--- config.mk ---
export PLATFORM = sky130hd
export DESIGN_NAME = mrc_server
export DESIGN_NICKNAME = d
export VERILOG_FILES = /design/src/core/mrc_pkg.sv /design/src/core/mrc_buf2.sv /design/src/core/mrc_crc16.sv /design/src/core/mrc_server.sv
export VERILOG_INCLUDE_DIRS = /design/src /design/src/core
export SDC_FILE = /design/constraint.sdc
export NUM_CORES = 2
export LEC_CHECK = 0
export BUFFER_PORTS_ARGS = -buffer_cell sky130_fd_sc_hd__buf_2
export CORE_MARGIN = 2
export CORE_UTILIZATION = 40
export CTS_BUF_LIST = sky130_fd_sc_hd__clkbuf_8
export CTS_CLUSTER_DIAMETER = 200
export DETAILED_ROUTE_END_ITERATION = 8
export PLACE_DENSITY_LB_ADDON = 0.12
export SYNTH_ARGS = -nofsm -noshare
export SYNTH_HDL_FRONTEND = slang
export SYNTH_SLANG_ARGS = --single-unit
--- constraint.sdc ---
create_clock -name clock_i -period 8.8 [get_ports clock_i]
set_input_delay 0.88 -clock clock_i [delete_from_list [all_inputs] [get_ports clock_i]]
set_output_delay 0.88 -clock clock_i [all_outputs]
set_load 0.1 [all_outputs]
--- src/core/mrc_consts.svh ---
// Purpose: Constants of the serial read and relay force server.
// Assumes: One clock at 40 MHz; bytes arrive already deserialised.
// Notes:   Offsets, codes and timing figures live here only.
//
// What this block does
// - Function 01 returns relay on/off states.
// - At most 256 relays per status reply.
// - One relay per bit, off 0, on 1.
// - First relay in bit 0, ascending upward.
// - Unused upper bits of last byte are zero.
// - Byte count equals packed data bytes following.
// - Bytes go out least significant bit first; this block hands whole bytes to the shifter.
// - Function 02 returns inputs, at most 256.
// - Discrete inputs are numbered from zero.
// - Input reply packs first input in bit 0.
// - Function 03 returns holding registers from zero.
// - Register value sent high byte first.
// - Function 04 reads input registers, never written.
// - Function 05 drives one relay from zero.
// - FF00 switches relay on, 0000 switches off.
// - Other force values leave the relay unchanged.
// - Force reply echoes query after relay update.
// - Check starts all ones, shifts with constant.
// - Check bytes sent low byte first.
// - Silence of 3.5 characters discards partial frame.
// - Only frames for our address are answered.
`ifndef MRC_CONSTS_SVH
`define MRC_CONSTS_SVH

// Function codes served.
`define MRC_FN_READ_COILS  8'h01
`define MRC_FN_READ_INPUTS 8'h02
`define MRC_FN_READ_HOLD   8'h03
`define MRC_FN_READ_INREG  8'h04
`define MRC_FN_FORCE_COIL  8'h05

// Force data values.
`define MRC_FORCE_ON  16'hff00
`define MRC_FORCE_OFF 16'h0000

// Frame check seed, reflected constant and residue of a good frame.
`define MRC_CRC_INIT 16'hffff
`define MRC_CRC_POLY 16'ha001
`define MRC_CRC_GOOD 16'h0000

// Query layout: six kept field bytes, eight bytes in all.
`define MRC_FIELD_BYTES 3'd6
`define MRC_LAST_BYTE   3'd7

// Reply layout positions.
`define MRC_POS_BCOUNT   9'd2
`define MRC_POS_DATA     9'd3
`define MRC_HDR_READ     9'd3
`define MRC_HDR_FORCE    9'd2
`define MRC_ECHO_BYTES   9'd4

// Quantity limits per query.
`define MRC_MAX_BITS 16'h0100
`define MRC_MAX_REGS 16'h007f

// Timing: clock rate, character length and silence in tenths of a character.
`define MRC_CLK_HZ     40000000
`define MRC_BAUD       9600
`define MRC_CHAR_BITS  11
`define MRC_GAP_TENTHS 35

`endif

--- src/core/mrc_pkg.sv ---
// Purpose: Types shared by the server files.
// Assumes: Constants come from mrc_consts.svh.
// Notes:   One-hot state codes are written out.
package mrc_pkg;

    // Frame handler states.
    typedef enum logic [4:0] {
        ST_SKIP = 5'b00001,  // Waiting for line silence.
        ST_IDLE = 5'b00010,  // Next byte is an address.
        ST_RECV = 5'b00100,  // Collecting query bytes.
        ST_EXEC = 5'b01000,  // Checking and acting on the query.
        ST_SEND = 5'b10000   // Emitting the reply.
    } mrc_state_e;

    // One serial byte.
    typedef logic [7:0] mrc_byte_t;

endpackage : mrc_pkg

--- src/core/mrc_buf2.sv ---
// Purpose: Small FIFO between the reply builder and the transmitter.
// Assumes: Same clock on both sides.
// Notes:   A stall on the drain side backs up to the builder.
`timescale 1ns/10ps
`default_nettype none
module mrc_buf2 #(
    parameter int WIDTH = 8,
    parameter int DEPTH = 2
) (
    // Clock and reset.
    input  wire logic             clock_i,
    input  wire logic             rst_n_i,
    // Fill side.
    input  wire logic             in_valid_i,
    input  wire logic [WIDTH-1:0] in_data_i,
    output logic                  in_ready_o,
    // Drain side.
    output logic                  out_valid_o,
    output logic      [WIDTH-1:0] out_data_o,
    input  wire logic             out_ready_i
);
    localparam int AW = (DEPTH > 1) ? $clog2(DEPTH) : 1;

    logic [WIDTH-1:0] mem_q [0:DEPTH-1];  // Entry storage.
    logic [AW-1:0]    wr_q;               // Write index.
    logic [AW-1:0]    rd_q;               // Read index.
    logic [AW:0]      cnt_q;              // Entries held.

    wire do_wr = in_valid_i && in_ready_o;
    wire do_rd = out_valid_o && out_ready_i;

    assign in_ready_o  = (cnt_q != (AW+1)'(DEPTH));
    assign out_valid_o = (cnt_q != '0);
    assign out_data_o  = mem_q[rd_q];

    // Pointers wrap at the depth, which need not be a power of two.
    always_ff @(posedge clock_i or negedge rst_n_i) begin
        if (!rst_n_i) begin
            wr_q  <= '0;
            rd_q  <= '0;
            cnt_q <= '0;
        end else begin
            if (do_wr) begin
                wr_q <= (wr_q == AW'(DEPTH-1)) ? '0 : AW'(wr_q + 1'b1);
            end
            if (do_rd) begin
                rd_q <= (rd_q == AW'(DEPTH-1)) ? '0 : AW'(rd_q + 1'b1);
            end
            cnt_q <= (AW+1)'(cnt_q + do_wr - do_rd);
        end
    end

    // Storage has no reset; empty entries are never presented.
    always_ff @(posedge clock_i) begin
        if (do_wr) begin
            mem_q[wr_q] <= in_data_i;
        end
    end

endmodule : mrc_buf2
`default_nettype wire

--- src/core/mrc_crc16.sv ---
// Purpose: One byte step of the 16-bit frame check.
// Assumes: Caller holds the running value in a register.
// Notes:   Purely combinational, eight shifts unrolled by a loop.
`include "mrc_consts.svh"
`timescale 1ns/10ps
`default_nettype none
module mrc_crc16 (
    // Running value and byte.
    input  wire logic [15:0] crc_i,
    input  wire logic [7:0]  byte_i,
    // Value after the byte.
    output logic      [15:0] crc_o
);

    // Byte is folded in, then eight right shifts with conditional constant.
    always_comb begin
        logic [15:0] c;
        c = crc_i ^ {8'h00, byte_i};
        for (int i = 0; i < 8; i++) begin
            c = c[0] ? ((c >> 1) ^ `MRC_CRC_POLY) : (c >> 1);
        end
        crc_o = c;
    end

endmodule : mrc_crc16
`default_nettype wire

--- src/core/mrc_server.sv ---
// Purpose: Answers read status, read register and force relay queries.
// Assumes: A receiver delivers whole bytes and a transmitter shifts them out.
// Notes:   No exception replies; a query that cannot be served is dropped.
`include "mrc_consts.svh"
`timescale 1ns/10ps
`default_nettype none
module mrc_server
    import mrc_pkg::*;
#(
    parameter int          NUM_COILS  = 256,
    parameter int          NUM_INPUTS = 256,
    parameter int unsigned BAUD       = `MRC_BAUD,
    // Silence that ends a frame, rounded up to whole cycles.
    parameter int unsigned GAP_CYCLES = int'((64'd`MRC_GAP_TENTHS * `MRC_CHAR_BITS
        * `MRC_CLK_HZ + 64'd10 * BAUD - 64'd1) / (64'd10 * BAUD))
) (
    // Clock and reset.
    input  wire logic                  clock_i,
    input  wire logic                  rst_n_i,
    // Received bytes from the line receiver.
    input  wire logic                  rx_valid_i,
    input  wire logic [7:0]            rx_data_i,
    // Reply bytes to the line transmitter.
    output logic                       tx_valid_o,
    output logic      [7:0]            tx_data_o,
    input  wire logic                  tx_ready_i,
    // Own station address.
    input  wire logic [7:0]            own_addr_i,
    // Relay states and discrete input pins.
    output logic      [NUM_COILS-1:0]  coils_o,
    input  wire logic [NUM_INPUTS-1:0] din_i,
    // Register read port; data answers in the same cycle.
    output logic                       reg_kind_o,
    output logic      [15:0]           reg_addr_o,
    input  wire logic [15:0]           reg_data_i
);
    localparam int CW = (NUM_COILS > 1) ? $clog2(NUM_COILS) : 1;
    localparam int IW = (NUM_INPUTS > 1) ? $clog2(NUM_INPUTS) : 1;

    ////////////////////////////////////////////////////////////////////////////
    // State.
    ////////////////////////////////////////////////////////////////////////////

    mrc_state_e         st_q, st_d;       // Frame handler state.
    mrc_byte_t          frm_q [0:5];      // Address, function and four field bytes.
    logic [2:0]         cnt_q;            // Query bytes taken so far.
    logic [15:0]        crc_q;            // Running frame check.
    logic [31:0]        gap_q;            // Cycles since the last received byte.
    logic [8:0]         pos_q;            // Reply byte position.
    logic [15:0]        bit_addr_q;       // First item of the current data byte.
    logic [8:0]         rem_q;            // Status bits still to send.
    logic [15:0]        rd_addr_q;        // Register being sent.
    logic [NUM_COILS-1:0] coil_q;         // Relay storage.
    logic [NUM_INPUTS-1:0] din_s1_q;      // Input pins, first stage.
    logic [NUM_INPUTS-1:0] din_q;         // Input pins, settled.

    ////////////////////////////////////////////////////////////////////////////
    // Query decode.
    ////////////////////////////////////////////////////////////////////////////

    // Two-byte fields arrive high byte first.
    wire [7:0]  fn      = frm_q[1];
    wire [15:0] start   = {frm_q[2], frm_q[3]};
    wire [15:0] qty     = {frm_q[4], frm_q[5]};
    wire [CW-1:0] start_ix = start[CW-1:0];

    wire is_coils = (fn == `MRC_FN_READ_COILS);
    wire is_bits  = is_coils || (fn == `MRC_FN_READ_INPUTS);
    wire is_regs  = (fn == `MRC_FN_READ_HOLD) || (fn == `MRC_FN_READ_INREG);
    wire is_force = (fn == `MRC_FN_FORCE_COIL);

    // Quantity limits; a larger request gets no reply.
    wire bits_ok  = (qty != 16'h0000) && (qty <= `MRC_MAX_BITS);
    wire regs_ok  = (qty != 16'h0000) && (qty <= `MRC_MAX_REGS);
    wire force_on  = (qty == `MRC_FORCE_ON);
    wire force_off = (qty == `MRC_FORCE_OFF);
    wire force_ok  = (force_on || force_off)
                     && (start < 16'(NUM_COILS));

    wire addr_ok = (frm_q[0] == own_addr_i);
    wire crc_ok  = (crc_q == `MRC_CRC_GOOD);
    wire frame_ok = crc_ok && addr_ok && ((is_bits && bits_ok)
                    || (is_regs && regs_ok) || (is_force && force_ok));

    // Byte count: bits packed eight to a byte, registers two bytes each.
    wire [15:0] bc_bits = 16'(qty + 16'h0007) >> 3;
    wire [15:0] bc_regs = 16'(qty << 1);
    wire [7:0]  bcount  = is_bits ? bc_bits[7:0] : bc_regs[7:0];

    // Position of the low check byte; the high one follows it.
    wire [8:0] tot = is_force ? (`MRC_HDR_FORCE + `MRC_ECHO_BYTES)
                              : 9'(`MRC_HDR_READ + {1'b0, bcount});
    wire [8:0] dpos = 9'(pos_q - `MRC_POS_DATA);

    ////////////////////////////////////////////////////////////////////////////
    // Line timing and framing.
    ////////////////////////////////////////////////////////////////////////////

    wire gap_hit = (gap_q >= GAP_CYCLES);
    // A byte in ST_IDLE, or one after silence in ST_RECV, starts a fresh frame.
    wire frame_go = rx_valid_i && ((st_q == ST_IDLE)
                    || ((st_q == ST_RECV) && gap_hit));
    wire take = rx_valid_i && (st_q == ST_RECV) && !gap_hit;

    // Count silence; saturates so a quiet line stays marked as quiet.
    always_ff @(posedge clock_i or negedge rst_n_i) begin
        if (!rst_n_i) begin
            gap_q <= 32'h0000_0000;
        end else if (rx_valid_i) begin
            gap_q <= 32'h0000_0000;
        end else if (!gap_hit) begin
            gap_q <= 32'(gap_q + 32'h0000_0001);
        end
    end

    // Input pins are asynchronous to this clock, so two stages first.
    always_ff @(posedge clock_i or negedge rst_n_i) begin
        if (!rst_n_i) begin
            din_s1_q <= '0;
            din_q    <= '0;
        end else begin
            din_s1_q <= din_i;
            din_q    <= din_s1_q;
        end
    end

    ////////////////////////////////////////////////////////////////////////////
    // Reply byte selection.
    ////////////////////////////////////////////////////////////////////////////

    // Each data bit: item numbered from zero, off as 0, on as 1, zero past the end.
    logic [7:0] bits_byte;
    for (genvar b = 0; b < 8; b++) begin : g_pack
        wire [15:0] item  = 16'(bit_addr_q + 16'(b));
        wire        c_in  = (item < 16'(NUM_COILS));
        wire        d_in  = (item < 16'(NUM_INPUTS));
        wire        c_val = c_in && coil_q[item[CW-1:0]];
        wire        d_val = d_in && din_q[item[IW-1:0]];
        assign bits_byte[b] = (9'(b) < rem_q)
                              && (is_coils ? c_val : d_val);
    end

    // Register bytes go high first, then low.
    wire [7:0] reg_byte  = dpos[0] ? reg_data_i[7:0] : reg_data_i[15:8];
    wire [7:0] data_byte = is_regs ? reg_byte : bits_byte;
    wire [7:0] echo_byte = frm_q[pos_q[2:0]];

    // Check bytes go low first.
    wire [7:0] crc_byte = (pos_q == tot) ? crc_q[7:0] : crc_q[15:8];
    wire [7:0] tx_byte =
        (pos_q == 9'd0)            ? own_addr_i :
        (pos_q == 9'd1)            ? fn :
        (pos_q >= tot)             ? crc_byte :
        is_force                   ? echo_byte :
        (pos_q == `MRC_POS_BCOUNT) ? bcount : data_byte;

    wire buf_ready;
    wire push      = (st_q == ST_SEND) && buf_ready;
    wire push_data = push && !is_force && (pos_q >= `MRC_POS_DATA) && (pos_q < tot);
    wire last_push = push && (pos_q == 9'(tot + 9'd1));

    // One check unit serves both directions; they never overlap.
    wire [15:0] crc_seed = frame_go ? `MRC_CRC_INIT : crc_q;
    wire [7:0]  crc_in   = (st_q == ST_SEND) ? tx_byte : rx_data_i;
    wire [15:0] crc_next;

    mrc_crc16 u_crc (
        .crc_i  (crc_seed),
        .byte_i (crc_in),
        .crc_o  (crc_next)
    );

    ////////////////////////////////////////////////////////////////////////////
    // State machine.
    ////////////////////////////////////////////////////////////////////////////

    // Next state: silence gates entry, eight bytes close the query.
    always_comb begin
        st_d = st_q;
        case (st_q)
            ST_SKIP: if (gap_hit) st_d = ST_IDLE;
            ST_IDLE: if (rx_valid_i) st_d = ST_RECV;
            ST_RECV: begin
                if (gap_hit && !rx_valid_i) begin
                    st_d = ST_IDLE;
                end else if (take && cnt_q == `MRC_LAST_BYTE) begin
                    st_d = ST_EXEC;
                end
            end
            ST_EXEC: st_d = frame_ok ? ST_SEND : ST_SKIP;
            ST_SEND: if (last_push) st_d = ST_SKIP;
            default: st_d = ST_SKIP;
        endcase
    end

    always_ff @(posedge clock_i or negedge rst_n_i) begin
        if (!rst_n_i) begin
            st_q <= ST_SKIP;
        end else begin
            st_q <= st_d;
        end
    end

    // Query capture; the two check bytes only feed the check.
    always_ff @(posedge clock_i or negedge rst_n_i) begin
        if (!rst_n_i) begin
            cnt_q <= 3'd0;
            for (int i = 0; i < 6; i++) frm_q[i] <= 8'h00;
        end else if (frame_go) begin
            frm_q[0] <= rx_data_i;
            cnt_q    <= 3'd1;
        end else if (take) begin
            if (cnt_q < `MRC_FIELD_BYTES) frm_q[cnt_q] <= rx_data_i;
            cnt_q <= 3'(cnt_q + 3'd1);
        end
    end

    // Check value: runs over the query, reseeded for the reply.
    always_ff @(posedge clock_i or negedge rst_n_i) begin
        if (!rst_n_i) begin
            crc_q <= `MRC_CRC_INIT;
        end else if (frame_go || take) begin
            crc_q <= crc_next;
        end else if (st_q == ST_EXEC) begin
            crc_q <= `MRC_CRC_INIT;
        end else if (push && pos_q < tot) begin
            crc_q <= crc_next;
        end
    end

    // Reply walk: position, status bit cursor and register cursor.
    always_ff @(posedge clock_i or negedge rst_n_i) begin
        if (!rst_n_i) begin
            pos_q      <= 9'd0;
            bit_addr_q <= 16'h0000;
            rem_q      <= 9'd0;
            rd_addr_q  <= 16'h0000;
        end else if (st_q == ST_EXEC) begin
            pos_q      <= 9'd0;
            bit_addr_q <= start;
            rem_q      <= qty[8:0];
            rd_addr_q  <= start;
        end else if (push) begin
            pos_q <= 9'(pos_q + 9'd1);
            if (push_data && is_bits) begin
                bit_addr_q <= 16'(bit_addr_q + 16'h0008);
                rem_q      <= (rem_q > 9'd8) ? 9'(rem_q - 9'd8) : 9'd0;
            end
            if (push_data && is_regs && dpos[0]) begin
                rd_addr_q <= 16'(rd_addr_q + 16'h0001);
            end
        end
    end

    // Relay force happens before the echo starts; bad values change nothing.
    always_ff @(posedge clock_i or negedge rst_n_i) begin
        if (!rst_n_i) begin
            coil_q <= '0;
        end else if (st_q == ST_EXEC && frame_ok && is_force) begin
            coil_q[start_ix] <= force_on;
        end
    end

    assign coils_o    = coil_q;
    assign reg_addr_o = rd_addr_q;
    // Input registers are only read; this port has no write path.
    assign reg_kind_o = (fn == `MRC_FN_READ_INREG);

    ////////////////////////////////////////////////////////////////////////////
    // Output buffer; bytes leave whole for an LSB-first shifter.
    ////////////////////////////////////////////////////////////////////////////

    mrc_buf2 #(
        .WIDTH (8),
        .DEPTH (2)
    ) u_buf (
        .clock_i     (clock_i),
        .rst_n_i     (rst_n_i),
        .in_valid_i  (st_q == ST_SEND),
        .in_data_i   (tx_byte),
        .in_ready_o  (buf_ready),
        .out_valid_o (tx_valid_o),
        .out_data_o  (tx_data_o),
        .out_ready_i (tx_ready_i)
    );
endmodule : mrc_server
`default_nettype wire

---- Yosys cells after proc, flatten, opt, wreduce, memory -nomap -nowiden ----
Memory sizes are Yosys's and may differ from the RTL's.
Cells that the tools add are included.
word-level totals
  bits in registers ....................... 926
  memory bits (writable) .................. 16
  bits of input ports ..................... 292
  output and inout port bits .............. 282
  logic and storage cells ................. 295
  memories kept ........................... 1
memory list
  memory       depth  bits a word  rd ports  clocked after memory_dff  wr ports  RTL line        text
  u_buf.mem_q  2      8            1         0                         1         mrc_buf2.sv:24  logic [WIDTH-1:0] mem_q [0:DEPTH-1];
cells by class
  add/sub/neg operators ................... 21
  magnitude comparators ................... 38
  equality and inequality tests ........... 23
  muxes and demuxes ....................... 102
  bitwise gates (word level) .............. 12
  reductions and logical operators ........ 78
operators by type and width
  cell                     count
  $mux W16                 18
  $bwmux W256              1
  $lt A16 B9 Y1 const B    9
  $bmux W1 S8              16
  $mux W8                  14
  $mux W48                 2
  $lt A8 B9 Y1 const B     9
  $add A16 B3 Y16 const B  4
  $mux W32                 2
  $mux W9                  7
  $logic_and A1 B1 Y1      52
  $bwmux W48               1
  $lt A3 B9 Y1 const A     4
  $add A16 B1 Y16 const B  2
  $add A16 B2 Y16 const B  2
  $add A32 B1 Y32 const B  1
  $ge A32 B18 Y1 const B   1
  $logic_not A16 Y1        2
  $mux W5                  6
  $mux W1                  29
  $pmux W5 S5              1
  $bmux W8 S3              1
  $demux W8 S3             1
  $not A2 Y3               8
  52 further kinds         81

---- Depth between registers and ports, before layout ----
  depth in word-level cells ............... 33
  mapped depth ............................ 27
  mapped depth without buffers ............ 23

---- Modules after synthesis ----
Synthesis repeated with hierarchy kept, for this count alone.
unflattened totals
  cells, all modules ...................... 4,372
  area, all modules ....................... 57,318.7 um2
modules (own cells, without submodules)
  module      times used  cells an instance  area each (um2)  seq. area each (um2)
  mrc_server  1           4,301              56,269.0         23,093.4
  mrc_buf2    1           45                 798.3            580.6
  mrc_crc16   1           26                 251.5            0.0

---- Worst setup path before layout ----
No wires, ideal clock.
  kind .................................... reg2reg
  from .................................... register frm_q (netlist bit fn[3])
  to ...................................... register crc_q[0]
  library setup time ...................... 73 ps
  data arrival time ....................... 6,119 ps
  data required time ...................... 8,727 ps
  path slack .............................. 2,608 ps
  cell stages (with the launch flop) ...... 23
  path buffers ............................ 2
  clock period less this slack ............ 6,192 ps
  cells stage by stage .................... dfrtp_1 or4_4 buf_2 or4_1 clkbuf_1 o31ai_1 nor3_1 xor2_1 and2_1 inv_1 ha_1 or3_1 o221ai_1 nand2_1 a221oi_1 nand2_1 a2111oi_4 o21ai_1 a221o_1 xnor2_2 xor3_2 xnor3_1 a21oi_1
on the way
  cells in the longest elaborated chain, start to end .. 24
  elaborated cells between the ends (all ways) .. 61
  classes of those cells .................. add/sub: 1; order compare: 2; eq/ne: 6; mux: 32; bitwise: 8; reduce/logical: 12
ends and longest elaborated chain
  what                                                    RTL line           text
  start: declaration                                      mrc_server.sv:45   mrc_byte_t frm_q [0:5];
  start signal: indexed assignment                        mrc_server.sv:213  if (cnt_q < `MRC_FIELD_BYTES) frm_q[cnt_q] <= rx_data_i;
  branches (longest 24 deep; another with $add A2 B8 Y9)  -
  end signal: assignment                                  mrc_server.sv:223  crc_q <= crc_next;
  end signal: assignment                                  mrc_server.sv:225  crc_q <= `MRC_CRC_INIT;
  end signal: assignment                                  mrc_server.sv:227  crc_q <= crc_next;
  end: declaration                                        mrc_server.sv:47   logic [15:0] crc_q;
Parallel ways; which one is timed is not known. The select of a mux whose other input is x is not followed.
A chain may end at the register's enable or synchronous reset.

---- Worst setup path in the final report ----
Ends and elaborated chain as after synthesis.

==> run metrics <==
initial core utilization=40.38%; count of unresolved DRC violations after routing=0; Min-Delay Endpoint=din_s1_q[246]; fraction of power consumed by combinational cells=6.8%; htree depth=4; Highest Clock Rate=0.1307 GHz; commonest cells after routing, fill and taps aside=903 x sky130_fd_sc_hd__dfrtp_1, 755 x sky130_fd_sc_hd__mux4_2, 572 x sky130_fd_sc_hd__buf_2; worst rel slew slack=0.4520%; number of buffers added by the clock tree synthesis step=161; most common cell after layout, fill and taps aside=sky130_fd_sc_hd__dfrtp_1; # Max-Cap Violations=1; count of pins over their slew limit=0; first-pass GRT wire length=394000 µm; RSZ-0062 raised after global routing=false; final total negative setup slack=0 ns; outcome=complete, but fails checks; layout overhead on the synthesized area=12.99%; worst hold stages=1; worst vdd ir=0.0001881 V; Pre-Repair DR Iteration Count=8; worst-case reg-to-reg path depth=19; Worst R2R Start=fn[3]; Hold Path Origin=din_i[246]; category of the critical setup timing path=reg -> reg; Period Utilization, post-route=86.94%; total number of vias=53.48k; power share of the sequential group=49.4%; clk buf depth=3; overall routing resource usage=34.72%; Clock Sink Count=942; CP Data Required Time=9.62 ns; DIE AREA=0.1592 mm²; Post-synth EDFFs=16; leading area contributor after synthesis=sky130_fd_sc_hd__dfrtp_1; register-to-register setup slack=1.15 ns; FF+latch count, synth=942; largest net degree at the start of global routing=182; async set-or-reset flop fraction in the synthesized netlist=98.30%; CTS Hold Bufs=1; drt via density=6.932; CTS tree=yes; largest cells by area after synthesis=sky130_fd_sc_hd__dfrtp_1 36%, sky130_fd_sc_hd__mux4_2 27%, sky130_fd_sc_hd__o31ai_1 3.2%, sky130_fd_sc_hd__o21ai_0 2.8%, sky130_fd_sc_hd__mux2_2 2.7%; switching power of the nets=2395 µW; Pleak=0.02764 µW; width of the chip=399.1 µm; fraction of layout instances using a drive strength above 1=35.24%; Final Hold Violating Endpoints=0; residual overflow from global routing=0; Post-layout nets=5873; crit path cell chain=or4_4 > or4_1 > o31ai_1 > nor3_1 > xor2_1 > and2_1 > inv_1 > ha_1 > or3_1 > o221ai_1 > nand2_1 > a211oi_1 > nand4b_1 > a311oi_1 > o21ai_0 > a221o_1 > xor3_2 > xnor3_1 > a21oi_1; PnR worst setup slack=1.149 ns; buffers inserted by post-CTS timing repair=0; Switching Share=25.46%; post-cts resize count=0; critical path's largest stage delay=0.80 ns; Post-Route Utilization=45.63%; violated checks=max-capacitance violations; wire length reported by the detailed router=280000 µm; height of the die=399.1 µm; Clock Skews=0.06637 ns; final-report setup violation count=0; number of primary I/O pins=574; Power Dens Cells=133.4 mW/mm²; endpoint type of the worst setup path=flip-flop; initial antenna violation count=15; worst setup timing slack at the placement stage=1.415 ns; share of Yosys cell area claimed by the top area cell type=36.44%; yosys synthesis warning count=0; Core Rows=144; RR Endpoint=crc_q[0]; final critical path time including I/O delays and setup=7.651 ns; Internal=7011 µW; final RePlAce weighted congestion=1.038; via count of the first global-routing pass=50.90k; slew at the pin closest to its max-slew limit=1.473 ns; net count of the mapped netlist=5462; Clock Root Buffer=sky130_fd_sc_hd__clkbuf_8; data arrival time of the worst path=8.47 ns; sequential fraction of the synthesis area=37.92%; CP max stage cell=sky130_fd_sc_hd__o31ai_1; mean area per synthesized cell=12.16 µm²; number of nets with antenna violations after detailed routing=0; class of the tightest hold or removal check=in -> reg; input/output buffers=573; wire per inst=36.30 µm; number of violations reported at the end of detailed-routing iteration 0=7676; number of library cell types mapped by synthesis=101; Post-Syn Area=0.06243 mm²; element type at the critical path start=flip-flop; clock network power share=43.8%; largest fanout of any net on the critical path=13; clock latency on the worst-skew pair=0.94 ns; Post-synth top flop=sky130_fd_sc_hd__dfrtp_1; DP HPWL=207300 µm; clk slew on worst S/H paths=0.07 ns; core region area=0.1546 mm²; number of instances in the synthesized netlist=5134
per-layer routing:
metal / track usage (%) / vias to the layer above / part of all wire (%)
met1: 43.09 / 27490 / 36
li1: - / 21320 / -
met2: 55.35 / 3749 / 47
met3: 9.712 / 907 / 11
met5: 0 / - / 0.039
met4: 18.15 / 16 / 6.4
how the worst max path moves through the flow:
stage | from | end | slack, ns
after global routing | fn[3] | crc_q[0] | 0.88
after CTS | fn[3] | crc_q[0] | 1.35
after global placement | fn[3] | crc_q[0] | 1.57
after detailed placement | fn[3] | crc_q[0] | 1.41
final | fn[3] | crc_q[0] | 1.15
after floorplan | fn[3] | crc_q[0] | 2.61
cell usage after synthesis, drive strengths merged (132+ instances only):
cell / n
nand2: 416
dfrtp: 909
mux4: 755
mux2: 149
o21ai: 356
buf: 238
o31ai: 268
nand3: 149
a21oi: 132
clkbuf: 264
mux2i: 150
nor2: 179
logic make-up after synthesis:
kind of cell / synth area share [%]
multiplexers: 32.33
AO/OA/AOI/OAI: 12.82
AND/OR/NAND/NOR: 9.621
buffers and inverters: 4.293
XOR/XNOR: 2.295
adder cells (fa/ha/maj): 0.7215
flip-flops: 37.92
per-stage QoR:
| step | total power, µW | hold slack (ns) | instances | cell area [µm²] |
|---|---|---|---|---|
| 6_report | 9406 | 0.07431 | 7714 | 70540 |
| 5_1_grt | 9794 | 0.02458 | 7706 | 70520 |
| 4_1_cts | 9516 | 0.004645 | 7705 | 70520 |
| 3_5_place_dp | 5364 | 0.3347 | 7425 | 67140 |
| 3_3_place_gp | 5359 | 0.3334 | 7425 | 67140 |
| 2_1_floorplan | 5012 | 0.3312 | 5134 | 62430 |
registers in the layout (all words and copies together) (netlist names), 2 cells and up:
register and flops:
coils_o 256, din_q 256, din_s1_q 256, gap_q 32
frm_q 17, bit_addr_q 16, crc_q 16, reg_addr_o 16
u_buf.mem_q 16, bc_regs 15, pos_q 9, rem_q 9
fn 8, start_ix 8, st_q 5, cnt_q 3
u_buf.cnt_q 2
area by class of cell:
| type | instances | area [µm²] |
|---|---|---|
| tap | 2044 | 2557 |
| inverter | 37 | 143.9 |
| clock buffer | 193 | 2656 |
| antenna | 9 | 22.52 |
| sequential | 942 | 23690 |
| clock inverter | 86 | 710.7 |
| fill | 14370 | 84050 |
| timing repair buffer | 750 | 4372 |
| multi-input combinational | 3653 | 36380 |
power groups by stage:
stage / Combinational, µW / Sequential (µW) / Clock (µW)
after floorplan: 380 / 4630 / 0
after global placement: 641 / 4720 / 0
after detailed placement: 644 / 4720 / 0
after CTS: 647 / 4640 / 4220
after global routing: 688 / 4660 / 4450
final: 641 / 4650 / 4120
worst max-delay path, delay by kind of cell (launching register included):
| kind | cells | cell delay, ns |
|---|---|---|
| compound gates | 7 | 3.34 |
| xor+xnor | 3 | 1.01 |
| fa+ha+maj | 1 | 0.19 |
| buf+inv | 1 | 0.10 |
| flops | 1 | 0.40 |
| simple gates | 7 | 2.49 |
(Power assumes the default switching activity.)
